<file path="config.mk">
export PLATFORM = sky130hd
export DESIGN_NAME = brc_regs
export DESIGN_NICKNAME = d
export VERILOG_FILES = /design/src/brc_pkg.sv /design/src/brc_regs.sv
export SDC_FILE = /design/constraint.sdc
export NUM_CORES = 1
export LEC_CHECK = 0
export CAP_MARGIN = 10
export CORE_MARGIN = 10
export CORE_UTILIZATION = 55
export DETAILED_ROUTE_END_ITERATION = 8
export DONT_BUFFER_PORTS = 1
export PLACE_DENSITY = 0.7
export RECOVER_POWER = 50
export SYNTH_ARGS = -nofsm -noshare
export SYNTH_HDL_FRONTEND = slang
export SYNTH_SLANG_ARGS = --single-unit
</file>
<file path="constraint.sdc">
create_clock -name clk -period 9.45 [get_ports clk]
set_input_delay 0 -clock clk [delete_from_list [all_inputs] [get_ports clk]]
set_output_delay 0 -clock clk [all_outputs]
set_load 0.005 [all_outputs]
</file>
<file path="src/brc_pkg.sv">
// Constants and types for the buck rail control register bank
package brc_pkg;

  localparam int BRC_RAILS = 3;

  // Register offsets
  localparam logic [7:0] BRC_EXIT_OFS = 8'h10;
  localparam logic [2:0][7:0] BRC_CTL_OFS = {8'h5f, 8'h54, 8'h53};
  localparam logic [2:0][7:0] BRC_SLEW_OFS = {8'haa, 8'ha9, 8'ha8};
  localparam logic [2:0][7:0] BRC_BOOT_OFS = {8'hdc, 8'hcc, 8'hbc};
  localparam logic [2:0][7:0] BRC_VID_OFS = {8'hde, 8'hce, 8'hbe};
  localparam logic [2:0][7:0] BRC_SEQ_OFS = {8'he8, 8'he7, 8'he6};

  // Writable bit masks
  localparam logic [7:0] BRC_EXIT_MASK = 8'h03;
  localparam logic [7:0] BRC_CTL_MASK = 8'h13;
  localparam logic [7:0] BRC_SLEW_MASK = 8'h31;
  localparam logic [7:0] BRC_SEQ_MASK = 8'h3f;

  // Field positions
  localparam int BRC_CTL_EN_BIT = 0;
  localparam int BRC_CTL_SEL_BIT = 1;
  localparam int BRC_CTL_LINK_BIT = 4;
  localparam int BRC_SLEW_SLOW_BIT = 0;
  localparam int BRC_SLEW_FAST_LSB = 4;
  localparam int BRC_SEQ_GROUP_LSB = 0;
  localparam int BRC_SEQ_TYPE_LSB = 4;

  // Reset values; boot and sequencing defaults stand in for factory trim
  localparam logic [7:0] BRC_EXIT_RST = 8'h00;
  localparam logic [2:0][7:0] BRC_CTL_RST = {8'h00, 8'h10, 8'h10};
  localparam logic [2:0][7:0] BRC_SLEW_RST = {8'h10, 8'h00, 8'h00};
  localparam logic [2:0][7:0] BRC_BOOT_RST = {8'h97, 8'h97, 8'h97};
  localparam logic [2:0][7:0] BRC_VID_RST = {8'hdd, 8'h97, 8'h97};
  localparam logic [2:0][7:0] BRC_SEQ_RST = {8'h00, 8'h00, 8'h00};

  // Voltage code mapping, millivolts
  localparam logic [7:0] BRC_CODE_MAX = 8'hd3;
  localparam logic [7:0] BRC_LINK_CODE_BASE = 8'h01;
  localparam logic [7:0] BRC_DIRECT_CODE_BASE = 8'h33;
  localparam logic [11:0] BRC_LINK_MV_BASE = 12'd250;
  localparam logic [11:0] BRC_DIRECT_MV_BASE = 12'd1100;
  localparam logic [11:0] BRC_STEP_MV = 12'd5;
  localparam logic [3:0] BRC_GROUP_EXCLUDED = 4'hf;

  // Slew rates in tenths of mV/us
  localparam logic [9:0] BRC_FAST_RATE_00 = 10'd100;
  localparam logic [9:0] BRC_FAST_RATE_01 = 10'd200;
  localparam logic [9:0] BRC_FAST_RATE_10 = 10'd400;
  localparam logic [9:0] BRC_SLOW_RATE_0 = 10'd25;
  localparam logic [9:0] BRC_SLOW_RATE_1 = 10'd50;

  typedef enum logic [1:0] {
    BRC_TYPE_A = 2'b00,
    BRC_TYPE_U = 2'b01,
    BRC_TYPE_S = 2'b10,
    BRC_TYPE_SX = 2'b11
  } brc_rail_class_type;

  typedef struct packed {
    logic railOn;
    logic linkEnable;
    logic [7:0] voltageCode;
    logic [11:0] targetMv;
    logic [9:0] fastRate;
    logic [9:0] slowRate;
    logic fastRateReserved;
    brc_rail_class_type railClass;
    logic [3:0] sequenceGroup;
    logic sequenceExcluded;
  } brc_rail_status_type;

  typedef struct packed {
    logic write;
    logic read;
    logic [7:0] address;
    logic [7:0] data;
  } brc_reg_request_type;

  typedef struct packed {
    logic valid;
    logic [7:0] data;
  } brc_reg_answer_type;

  typedef struct packed {
    logic valid;
    logic [1:0] rail;
    logic [7:0] code;
  } brc_link_command_type;

endpackage

</file>
<file path="src/brc_regs.sv">
// Buck rail control registers and rail control derivation
`timescale 1ns/100ps
module brc_regs (
  input wire logic clk,
  input wire logic resetn,
  input brc_pkg::brc_reg_request_type regRequest,
  output brc_pkg::brc_reg_answer_type regAnswer,
  input brc_pkg::brc_link_command_type setVoltageCommand,
  input wire logic [2:0] sequencerRequest,
  input wire logic resumeResetN,
  input wire logic platformResetN,
  input wire logic sleepVoltageOffAtZero,
  input wire logic [7:0] maxOutputLimitCode,
  output logic exitTypeReleased,
  output brc_pkg::brc_rail_status_type [2:0] railStatus
);
  import brc_pkg::*;

  ////////////////////////////////////////////////////////////////////////////
  // State
  logic [2:0][7:0] ctlReg, slewReg, bootReg, vidReg, seqReg;
  logic [2:0][7:0] next_ctlReg, next_slewReg, next_bootReg, next_vidReg, next_seqReg;
  logic [7:0] exitReg, next_exitReg;
  logic exitSeen, next_exitSeen;
  brc_reg_answer_type next_regAnswer;
  brc_rail_status_type [2:0] next_railStatus;

  function automatic logic [7:0] fixBoot(input logic [7:0] value);
    fixBoot = {value[7:1], |value[7:1]};
  endfunction

  function automatic logic [11:0] codeToMv(input logic [7:0] code, input logic link);
    logic [7:0] clipped;
    logic [7:0] base;
    clipped = (code > BRC_CODE_MAX) ? BRC_CODE_MAX : code;
    base = link ? BRC_LINK_CODE_BASE : BRC_DIRECT_CODE_BASE;
    if (clipped < base) begin
      clipped = base;
    end
    codeToMv = (link ? BRC_LINK_MV_BASE : BRC_DIRECT_MV_BASE)
      + 12'(BRC_STEP_MV * 12'(clipped - base));
  endfunction

  ////////////////////////////////////////////////////////////////////////////
  // Register writes and reads
  always_comb begin
    next_ctlReg = ctlReg;
    next_slewReg = slewReg;
    next_bootReg = bootReg;
    next_vidReg = vidReg;
    next_seqReg = seqReg;
    next_exitReg = exitReg;
    next_regAnswer.valid = regRequest.read;
    next_regAnswer.data = 8'h00;
    // Link updates first so a same-cycle register write overrides them
    for (int r = 0; r < BRC_RAILS; r++) begin
      if (setVoltageCommand.valid && setVoltageCommand.rail == 2'(r) && ctlReg[r][BRC_CTL_LINK_BIT]) begin
        next_vidReg[r] = setVoltageCommand.code;
      end
    end
    if (regRequest.write) begin
      if (regRequest.address == BRC_EXIT_OFS) begin
        next_exitReg = regRequest.data & BRC_EXIT_MASK;
      end
      for (int r = 0; r < BRC_RAILS; r++) begin
        if (regRequest.address == BRC_CTL_OFS[r]) begin
          next_ctlReg[r] = regRequest.data & BRC_CTL_MASK;
        end
        if (regRequest.address == BRC_SLEW_OFS[r]) begin
          next_slewReg[r] = regRequest.data & BRC_SLEW_MASK;
        end
        if (regRequest.address == BRC_BOOT_OFS[r]) begin
          next_bootReg[r] = fixBoot(regRequest.data);
        end
        if (regRequest.address == BRC_VID_OFS[r]) begin
          next_vidReg[r] = regRequest.data;
        end
        if (regRequest.address == BRC_SEQ_OFS[r]) begin
          next_seqReg[r] = regRequest.data & BRC_SEQ_MASK;
        end
      end
    end
    // Unmapped addresses read as zero
    if (regRequest.read) begin
      if (regRequest.address == BRC_EXIT_OFS) begin
        next_regAnswer.data = exitReg;
      end
      for (int r = 0; r < BRC_RAILS; r++) begin
        if (regRequest.address == BRC_CTL_OFS[r]) begin
          next_regAnswer.data = ctlReg[r];
        end
        if (regRequest.address == BRC_SLEW_OFS[r]) begin
          next_regAnswer.data = slewReg[r];
        end
        if (regRequest.address == BRC_BOOT_OFS[r]) begin
          next_regAnswer.data = bootReg[r];
        end
        if (regRequest.address == BRC_VID_OFS[r]) begin
          next_regAnswer.data = vidReg[r];
        end
        if (regRequest.address == BRC_SEQ_OFS[r]) begin
          next_regAnswer.data = seqReg[r];
        end
      end
    end
  end

  always_ff @(posedge clk or negedge resetn) begin
    if (!resetn) begin
      ctlReg <= BRC_CTL_RST;
      slewReg <= BRC_SLEW_RST;
      bootReg <= BRC_BOOT_RST;
      vidReg <= BRC_VID_RST;
      seqReg <= BRC_SEQ_RST;
      exitReg <= BRC_EXIT_RST;
      regAnswer <= '0;
    end else begin
      ctlReg <= next_ctlReg;
      slewReg <= next_slewReg;
      bootReg <= next_bootReg;
      vidReg <= next_vidReg;
      seqReg <= next_seqReg;
      exitReg <= next_exitReg;
      regAnswer <= next_regAnswer;
    end
  end

  ////////////////////////////////////////////////////////////////////////////
  // Exit sequencing latch: set when resume and platform resets are both low; only resetn clears it
  always_comb begin
    next_exitSeen = exitSeen | (~resumeResetN & ~platformResetN);
  end

  always_ff @(posedge clk or negedge resetn) begin
    if (!resetn) begin
      exitSeen <= 1'b0;
    end else begin
      exitSeen <= next_exitSeen;
    end
  end

  assign exitTypeReleased = exitSeen;

  ////////////////////////////////////////////////////////////////////////////
  // Per-rail control outputs, registered
  always_comb begin
    logic link;
    logic [7:0] code;
    link = 1'b0;
    code = 8'h00;
    for (int r = 0; r < BRC_RAILS; r++) begin
      link = ctlReg[r][BRC_CTL_LINK_BIT];
      code = vidReg[r];
      // Limit clamps only the link path; raising it unlocks 0xd3
      if (link && code > maxOutputLimitCode) begin
        code = maxOutputLimitCode;
      end
      next_railStatus[r].linkEnable = link;
      next_railStatus[r].voltageCode = code;
      next_railStatus[r].targetMv = codeToMv(code, link);
      if (ctlReg[r][BRC_CTL_SEL_BIT]) begin
        next_railStatus[r].railOn = ctlReg[r][BRC_CTL_EN_BIT];
      end else begin
        next_railStatus[r].railOn = sequencerRequest[r];
      end
      if (link && code == 8'h00 && sleepVoltageOffAtZero) begin
        next_railStatus[r].railOn = 1'b0;
      end
      unique case (slewReg[r][BRC_SLEW_FAST_LSB +: 2])
        2'b00: next_railStatus[r].fastRate = BRC_FAST_RATE_00;
        2'b01: next_railStatus[r].fastRate = BRC_FAST_RATE_01;
        2'b10: next_railStatus[r].fastRate = BRC_FAST_RATE_10;
        2'b11: next_railStatus[r].fastRate = BRC_FAST_RATE_00; // Reserved: slowest safe choice
      endcase
      next_railStatus[r].fastRateReserved = &slewReg[r][BRC_SLEW_FAST_LSB +: 2];
      next_railStatus[r].slowRate = slewReg[r][BRC_SLEW_SLOW_BIT] ? BRC_SLOW_RATE_1 : BRC_SLOW_RATE_0;
      next_railStatus[r].railClass = brc_rail_class_type'(seqReg[r][BRC_SEQ_TYPE_LSB +: 2]);
      // Exit sequencing exists only for rails 0 and 1
      if (r < 2 && exitReg[r] && !exitSeen) begin
        next_railStatus[r].railClass = BRC_TYPE_A;
      end
      next_railStatus[r].sequenceGroup = seqReg[r][BRC_SEQ_GROUP_LSB +: 4];
      next_railStatus[r].sequenceExcluded = seqReg[r][BRC_SEQ_GROUP_LSB +: 4] == BRC_GROUP_EXCLUDED;
    end
  end

  always_ff @(posedge clk or negedge resetn) begin
    if (!resetn) begin
      railStatus <= '0;
    end else begin
      railStatus <= next_railStatus;
    end
  end

endmodule

</file>
==> impl_metrics.ini, run 1 <==
[final_layout]
regArea_um2 = 5250
fillCellCount = 1821
drive_above_1_share_pct = 13.2
nets = 1428
multi_input_area_um2 = 6480
layout_commonest_cell = dfrtp_1
utilization_pct = 63.5
final_cell_mix = 174 x dfrtp_1, 116 x ha_1, 109 x inv_1
synthToLayoutAreaGrowth_pct = 12.3

[cts]
insertion_delay_ps = 520
cts.sinks = 208
numCtsBuffers = 23
ctsResizeCount = 0
clk_pin_slew_worst_paths_ps = 60
cts-root-buf = clkbuf_16
clock_path_buffers = 3
htree_num_levels = 1
cts_tree = yes

[logic_synthesis]
synth_seq_area_share_pct = 42.2
synthFlopType = dfrtp_1
avgSynthCellArea_um2 = 10.4
synth_seq_cells = 208
synth.distinct_cells = 75
synth_edf_count = 0
yosysTopAreaCellShare_pct = 35.0
synthTopCellsByArea = dfrtp_1 35%, ha_1 12%, dfstp_2 7.2%, mux2_2 6.2%, inv_1 3.3%
syn_area_um2 = 12400
synth_warnings = 0
syn_inst = 1199
synth_top_area_cell = dfrtp_1
async_reset_ff_share_pct = 100

[run_status]
violations = capacitance limit, slew limit
run_status = finished with violations

[critical_path]
crit_required_ps = 9840
r2r_setup_slack_ps = 1220
ff2ff_path_depth = 26
rr_startpoint = ctlReg[12]
critPathCaptureType = flip-flop
crit_arrival_ps = 8620
crit_path_start_kind = flip-flop
critPathMaxFanout = 22
r2r-end = railStatus[89]
startpoint = ctlReg[12]
criticalPathCategory = flip-flop to flip-flop

[global_routing]
antenna_found_initial = 4
first_global_vias = 9358
grt_pass1_wl_mm = 53.7
grt.overflow.total = 0
grt_usage_pct = 23.6
grt_max_degree = 209

[routing]
drtAntennaViolNets = 0
num_vias = 9422
wl_per_cell_um = 22.5
drt-total-wl_mm = 34.9
viasPerCell = 6.08
drt_first_iter_violations = 867
route.detailed.drc = 0
dr.pass1.iters = 5

[floorplan]
rows = 54
core_area_um2 = 22000
die_w_um = 170
die-area_um2 = 29000
initial_core_util_pct = 56.5
ios = 205
die_h_um = 170

[place]
globalplace.congestion = 0.940
io_buffers = 0
dp_hpwl_mm = 24.5

[timing]
tns_ps = 0
hold_viol_final = 0
period_minus_slack_ps = 8230
slew_violations = 209
rsz0062_at_grt = false
fmax_ghz = 0.122
relSlewSlack_pct = -232
tightest_slew_ps = 4980
finalSetupViolCount = 0
post-route-period-util_pct = 87.0
skew_ps = 11.2

[power]
p_leak_nw = 6.88
p_per_area_nw_per_um2 = 346
ir_drop_v = 0.000490

[hold_path]
worstHoldPathType = primary input to flip-flop
min_delay_path_depth = 4
hold_end = railStatus[89]
hp-start = maxOutputLimitCode[7]

[run]
drv_cap = 1
==> flip-flops by register name, summed over array words and instances, names as in the netlist <==
name,flops
exitTypeReleased,1
slewReg,9
ctlReg,9
bootReg,24
seqReg,4
exitReg,2
vidReg,24
next_railStatus,14
railStatus,112
regAnswer,9
==> worst max-delay path by stage <==
stage | to | depth (start not counted)
after global routing | railStatus[89] | 27
after CTS | railStatus[139] | 29
after detailed placement | railStatus[89] | 28
final | railStatus[89] | 26
after global placement | railStatus[89] | 29
after floorplan | railStatus[89] | 33
==> worst max-delay path, stage by stage, from the launching register on <==
cell      delay [ps]
dfstp_1         1020
o31ai_1          170
a21oi_1          350
nand2_1          540
mux2i_1          270
a311oi_1         380
ha_1             310
a21o_1           220
nor3_1           280
a31oi_1          260
nor2_1           210
a21oi_1           90
fa_1             430
a311oi_1         420
xor2_1           290
inv_1            120
ha_1             290
inv_1             50
fa_1             490
inv_1             40
ha_1             320
a21oi_1          200
o21ai_0          150
or4_1            440
a31o_2           260
a21oi_1          180
xnor3_1          320
==> per-stage QoR <==
| step | total power [mW] | cells | hold WS, ps | setup slack (ps) | instance area [um2] |
|---|---|---|---|---|---|
| after global placement | 3.79 | 1438 | -286 | 1530 | 12500 |
| final | 4.84 | 1550 | 20.0 | 1220 | 14000 |
| after detailed placement | 3.86 | 1438 | -285 | 1500 | 12500 |
| after floorplan | 3.39 | 1222 | -296 | 2260 | 12500 |
| after CTS | 4.88 | 1547 | 3.21 | 1460 | 14000 |
| after global routing | 5.33 | 1550 | 37.2 | 492 | 14000 |
==> logic make-up (layout without fill, tap and decap cells) <==
logic type      Yosys count  in the layout  synth area share [%]
other cells               2             28                0.0604
flops                   208            208                  42.2
compound gates          252            252                  13.7
xor+xnor                 42             42                  3.18
mux                     104            104                  9.06
buf+inv                 178            223                  6.56
simple gates            280            280                  10.9
fa+ha+maj               133            133                  14.4
==> cell usage after synthesis, drive strengths merged (18+ instances only) <==
| cell | n |
|---|---|
| dfrtp | 174 |
| ha | 116 |
| inv | 109 |
| nor2 | 89 |
| a21oi | 81 |
| nand2 | 81 |
| mux2 | 69 |
| buf | 47 |
| mux2i | 35 |
| dfstp | 34 |
| o21ai | 33 |
| xnor2 | 27 |
| clkbuf | 22 |
| a21o | 20 |
| nor3 | 18 |
==> cell type report <==
type	count	area share (%)
diodes	3	0.0537
clock buffers	32	4.79
clock inverters	10	0.815
inverters	109	2.93
multi-input cells	836	46.4
flip-flops and latches	208	37.5
well taps	280	2.51
repair buffers	72	5.00
==> metal layers <==
layer	track usage (%)	up-vias	share of wire, %
met5	0	-	0.049
met4	5.68	2	2.5
met3	6.57	80	9.8
met2	37.2	421	46
met1	31.4	4615	42
li1	-	4304	-
==> report_power, final <==
group	switching (mW)	internal, mW	total (mW)	leakage, nW
sequential	0.120	1.10	1.22	2.60
clock	0.369	0.550	0.919	0.375
combinational	1.41	1.28	2.70	3.90
total	1.90	2.94	4.84	6.88
==> what timing repair did <==
item | in CTS | in global routing
buffers inserted | 0 | 0
hold buffers | 67 | 0
endpoints found under the hold margin | 330 | 0
Note: power is estimated with default switching activity, not from simulation.
==> run 2, diff against run 1 <==
--- a/config.mk
+++ b/config.mk
@@ -6,10 +6,12 @@
 export NUM_CORES = 1
 export LEC_CHECK = 0
 export CAP_MARGIN = 10
+export CORE_ASPECT_RATIO = 1.75
 export CORE_MARGIN = 10
 export CORE_UTILIZATION = 55
 export DETAILED_ROUTE_END_ITERATION = 8
 export DONT_BUFFER_PORTS = 1
+export GPL_ROUTABILITY_DRIVEN = 0
 export PLACE_DENSITY = 0.7
 export RECOVER_POWER = 50
 export SYNTH_ARGS = -nofsm -noshare
==> run 2 against run 1 <==
  * The run still ends with capacitance limit, slew limit left
  * Global-route usage increased by 0.29 points
  * Clock power decreased by 5.4%
  * Flip-flop and latch count unchanged
  * Critical path type unchanged
  * Core utilization decreased by 0.93 points
  * Cell area decreased by 0.86%
  * Highest routed layer is now met4
  * Critical endpoint unchanged
  * Register-to-register slack improved by 60 ps
  * Wire length increased by 0.32%
  * First-iteration DRC count decreased by 19%
  * Combinational power decreased by 1%
==> impl_metrics.ini, run 2 (synthesis results as in run 1) <==
[run_status]
run_status = finished with violations
violations = capacitance limit, slew limit

[final_layout]
synthToLayoutAreaGrowth_pct = 11.4
design_area_um2 = 13900
layout_commonest_cell = dfrtp_1
fillCellCount = 1831
largestRegisters = railStatus: 112 flops, bootReg: 24 flops, vidReg: 24 flops
nets = 1419
largest-register = railStatus
num_antenna_cells = 0
drive_above_1_share_pct = 12.9
final_cell_mix = 174 x dfrtp_1, 116 x ha_1, 109 x inv_1
largest_reg_flops = 112

[critical_path]
critPathMaxFanout = 22
criticalPathCategory = flip-flop to flip-flop
ff2ff_path_depth = 26
crit_path_start_kind = flip-flop
critPathCaptureType = flip-flop
crit_arrival_ps = 8550
crit_required_ps = 9840

[floorplan]
initial_core_util_pct = 56.1
ios = 205
rows = 72
core_area_um2 = 22200
die_h_um = 219
die-area_um2 = 29300
die_w_um = 134

[routing]
wl_per_cell_um = 22.6
drt-total-wl_mm = 35.0
viasPerCell = 6.04
num_vias = 9370
route.detailed.drc = 0
drtAntennaViolNets = 0
drt_first_iter_violations = 698
dr.pass1.iters = 6

[place]
io_buffers = 0
dp_hpwl_mm = 25.6
place_area_um2 = 12500

[cts]
cts-root-buf = clkbuf_16
cts_tree = yes
post_cts_buffers = 0
clk_pin_slew_worst_paths_ps = 70
numCtsBuffers = 21
htree_num_levels = 1
cts.sinks = 208
clock_path_buffers = 3
insertion_delay_ps = 510

[run]
drv_cap = 1

[hold_path]
min_delay_path_depth = 3
worstHoldPathType = primary input to flip-flop

[timing]
relSlewSlack_pct = -233
post-route-period-util_pct = 86.4
fmax_ghz = 0.122
skew_ps = 11.4
hold_viol_final = 0
finalSetupViolCount = 0
tightest_slew_ps = 4990
tns_ps = 0
period_minus_slack_ps = 8170
slew_violations = 209
rsz0062_at_grt = false

[power]
p_leak_nw = 6.81
ir_drop_v = 0.000213
p_per_area_nw_per_um2 = 343

[global_routing]
grt_max_degree = 209
grt_usage_pct = 23.9
grt.overflow.total = 0
grt_pass1_wl_mm = 55.3
first_global_vias = 9804
antenna_found_initial = 1
[run 2: routing by layer]
| layer | track usage, % | part of all wire, % | vias to the layer above |
|---|---|---|---|
| li1 | - | - | 4264 |
| met3 | 5.56 | 7.8 | 156 |
| met1 | 24.3 | 33 | 4498 |
| met5 | 0 | 0 | - |
| met2 | 42.1 | 51 | 452 |
| met4 | 16.6 | 7.4 | 0 |
[run 2: final cells by class]
class	count	area, um2	share of cell area, %
clock buffers	23	533	3.85
repair buffers	65	638	4.61
clock inverters	14	179	1.29
inverters	109	409	2.95
multi-input cells	836	6480	46.8
flip-flops and latches	208	5250	37.9
well taps	296	370	2.67
[run 2: power by group]
group | total [mW] | switching [mW] | internal (mW)
sequential | 1.22 | 0.122 | 1.10
combinational | 2.66 | 1.39 | 1.27
clock | 0.869 | 0.369 | 0.500
total | 4.76 | 1.88 | 2.88
[run 2: worst max-delay path, cell delays in order (launching register included)]
cell and delay [ps]:
dfstp_1 1050, o31ai_1 160, a21oi_1 330, nand2_1 520, mux2i_1 270, a311oi_1 450, ha_1 330, a21o_1 220
nor3_1 250, a31oi_1 230, nor2_1 210, a21oi_1 90, fa_1 420, a311oi_1 370, xor2_1 270, inv_1 120
ha_1 290, inv_1 50, fa_1 500, inv_1 40, ha_1 320, a21oi_1 200, o21ai_0 150, or4_1 450
a31o_2 250, a21oi_1 180, xnor3_1 330
[run 2: per-stage QoR]
step	worst slack (ps)	hold WS [ps]	power [mW]	instances	utilization [%]
floorplan	2260	-296	3.39	1222	-
global route	631	51.8	5.25	1551	62.5
CTS	1360	5.51	4.81	1551	62.6
global placement	1610	-286	3.78	1452	56.5
finish	1280	23.6	4.76	1551	62.5
detailed placement	1380	-286	3.85	1452	56.5
[run 2: final timing paths]
check,slack [ps],startpoint,to
hold reg to reg,410,slewReg[16],railStatus[109]
hold / removal,20,maxOutputLimitCode[4],railStatus[149]
setup / recovery,1280,ctlReg[12],railStatus[89]
max in group asynchronous,4690,resetn,railStatus[134]
setup reg to reg,1280,ctlReg[12],railStatus[89]
min in group asynchronous,1610,resetn,railStatus[136]
[run 2: repair_timing]
action / 4_1_cts / 5_1_grt
resized for setup: 0 / 0
hold buffers: 62 / 0
endpoints found under the hold margin: 329 / 0
==> run 3, diff against run 2 <==
--- a/config.mk
+++ b/config.mk
@@ -12,8 +12,10 @@
 export DETAILED_ROUTE_END_ITERATION = 8
 export DONT_BUFFER_PORTS = 1
 export GPL_ROUTABILITY_DRIVEN = 0
+export MAX_ROUTING_LAYER = met4
 export PLACE_DENSITY = 0.7
 export RECOVER_POWER = 50
+export REMOVE_ABC_BUFFERS = 1
 export SYNTH_ARGS = -nofsm -noshare
 export SYNTH_HDL_FRONTEND = slang
 export SYNTH_SLANG_ARGS = --single-unit
==> run 3 against run 2 <==
  * The flow still finishes with violations (capacitance limit, slew limit)
  * First-iteration DRC count is 10% lower
  * Non-clock buffer count is 2 higher
  * Fmax is 0.47% lower
  * Cell area is 0.23% higher
  * Critical path depth is 1 higher
  * Sequential share of layout area is 0.085 points lower
  * Final cell count is 0.26% higher
  * Global-route usage is 0.96 points higher
  * Register-to-register slack worse by 40 ps
  * Sequential power hardly changed
  * Setup slack worse by 39 ps
  * Flip-flop and latch count stayed put
  * Largest cell class unchanged
  * Highest routed layer unchanged
==> impl_metrics.ini, run 3 (synthesis results as in run 1) <==
[run_status]
run_status = finished with violations
violations = capacitance limit, slew limit

[final_layout]
layout_commonest_cell = dfrtp_1
largestRegisters = railStatus: 112 flops, bootReg: 24 flops, vidReg: 24 flops
synthToLayoutAreaGrowth_pct = 11.6
design_area_um2 = 13900
nets = 1421
final_cell_mix = 174 x dfrtp_1, 116 x ha_1, 109 x inv_1
largest_reg_flops = 112
drive_above_1_share_pct = 13.1
largest-register = railStatus

[global_routing]
first_global_vias = 9764
grt_max_degree = 209
grt.overflow.total = 0
grt_usage_pct = 24.8
antenna_found_initial = 1
grt_pass1_wl_mm = 55.1

[critical_path]
critPathCaptureType = flip-flop
crit_arrival_ps = 8590
criticalPathCategory = flip-flop to flip-flop
crit_path_start_kind = flip-flop
rr_startpoint = ctlReg[12]
crit_required_ps = 9840
r2r_setup_slack_ps = 1240
ff2ff_path_depth = 27
r2r-end = railStatus[89]
critPathMaxFanout = 22

[timing]
tns_ps = 0
rsz0062_at_grt = false
post-route-period-util_pct = 86.8
hold_viol_final = 0
slew_violations = 209
fmax_ghz = 0.122
finalSetupViolCount = 0
period_minus_slack_ps = 8210
skew_ps = 16.7
tightest_slew_ps = 5020
relSlewSlack_pct = -234

[run]
drv_cap = 1

[cts]
insertion_delay_ps = 520
clk_pin_slew_worst_paths_ps = 70
cts-root-buf = clkbuf_16
clock_path_buffers = 3
cts.sinks = 208
numCtsBuffers = 21
post_cts_buffers = 0
cts_tree = yes
postCtsHoldBufs = 62
ctsResizeCount = 0
htree_num_levels = 1

[place]
dp_hpwl_mm = 25.3
place_area_um2 = 12500
io_buffers = 0

[routing]
top_layer = met4
dr.pass1.iters = 7
drtAntennaViolNets = 0
wl_per_cell_um = 23.0
drt_first_iter_violations = 628
viasPerCell = 5.99
drt-total-wl_mm = 35.8
wl_met2_mm = 18.1
met1Wirelength_mm = 12.2
route.detailed.drc = 0
num_vias = 9307
route.met3.wl_mm = 2.77

[floorplan]
die-area_um2 = 29300
core_area_um2 = 22200
rows = 72
die_w_um = 134
ios = 205
die_h_um = 219
initial_core_util_pct = 56.1

[hold_path]
hp-start = regRequest[8]
min_delay_path_depth = 3
worstHoldPathType = primary input to flip-flop
hold_end = slewReg[8]

[power]
ir_drop_v = 0.000179
p_leak_nw = 6.84
p_per_area_nw_per_um2 = 343
==> run 3: worst max path at each step <==
stage | from | end | depth (start not counted)
2_1_floorplan | vidReg[12] | railStatus[89] | 28
3_3_place_gp | vidReg[14] | railStatus[89] | 28
3_5_place_dp | vidReg[14] | railStatus[89] | 28
4_1_cts | vidReg[14] | railStatus[89] | 28
5_1_grt | ctlReg[12] | railStatus[89] | 27
6_report | ctlReg[12] | railStatus[89] | 27
==> run 3: routing by layer <==
metal	track usage (%)	vias up
met5	-	-
met4	17.5	0
met3	5.60	166
met2	41.9	464
met1	25.0	4414
li1	-	4263
==> run 3: stage by stage <==
stage	power [mW]	utilization [%]	hold WS (ps)	instances	setup slack, ps
finish	4.76	62.7	16.7	1555	1240
global route	5.25	62.7	27.8	1554	648
CTS	4.82	62.8	1.04	1553	1350
detailed placement	3.84	56.6	-287	1454	1350
global placement	3.76	56.6	-288	1454	1630
floorplan	3.37	-	-296	1153	2320
==> run 3: critical path: stages, from the launching register on <==
cell and delay [ps]:
dfstp_1 990, o31ai_1 160, a21oi_1 350, nand2_1 540
a21oi_1 510, nand2_1 110, ha_1 290, nand2_1 130
a31oi_1 190, nor4_1 70, a31oi_1 480, and2_1 230
a21oi_1 100, fa_1 430, a311oi_1 360, xor2_1 270
inv_1 120, ha_1 300, inv_1 50, fa_1 490
inv_1 40, ha_1 320, a21oi_1 220, o21ai_0 140
or4_1 460, a31o_2 250, a21oi_1 170, xnor3_1 330
==> run 3: layout make-up <==
type | instances | area, um2
clock buffers | 24 | 567
inverters | 109 | 409
diodes | 2 | 5.00
fillers | 1846 | 8270
well taps | 296 | 370
clock inverters | 13 | 160
repair buffers | 67 | 649
multi-input cells | 836 | 6480
flip-flops and latches | 208 | 5250
==> run 3: where the power goes <==
| group | leakage, nW | internal [mW] | total, mW | switching (mW) |
|---|---|---|---|---|
| combinational | 3.88 | 1.28 | 2.67 | 1.39 |
| clock | 0.352 | 0.497 | 0.873 | 0.377 |
| sequential | 2.60 | 1.10 | 1.22 | 0.115 |
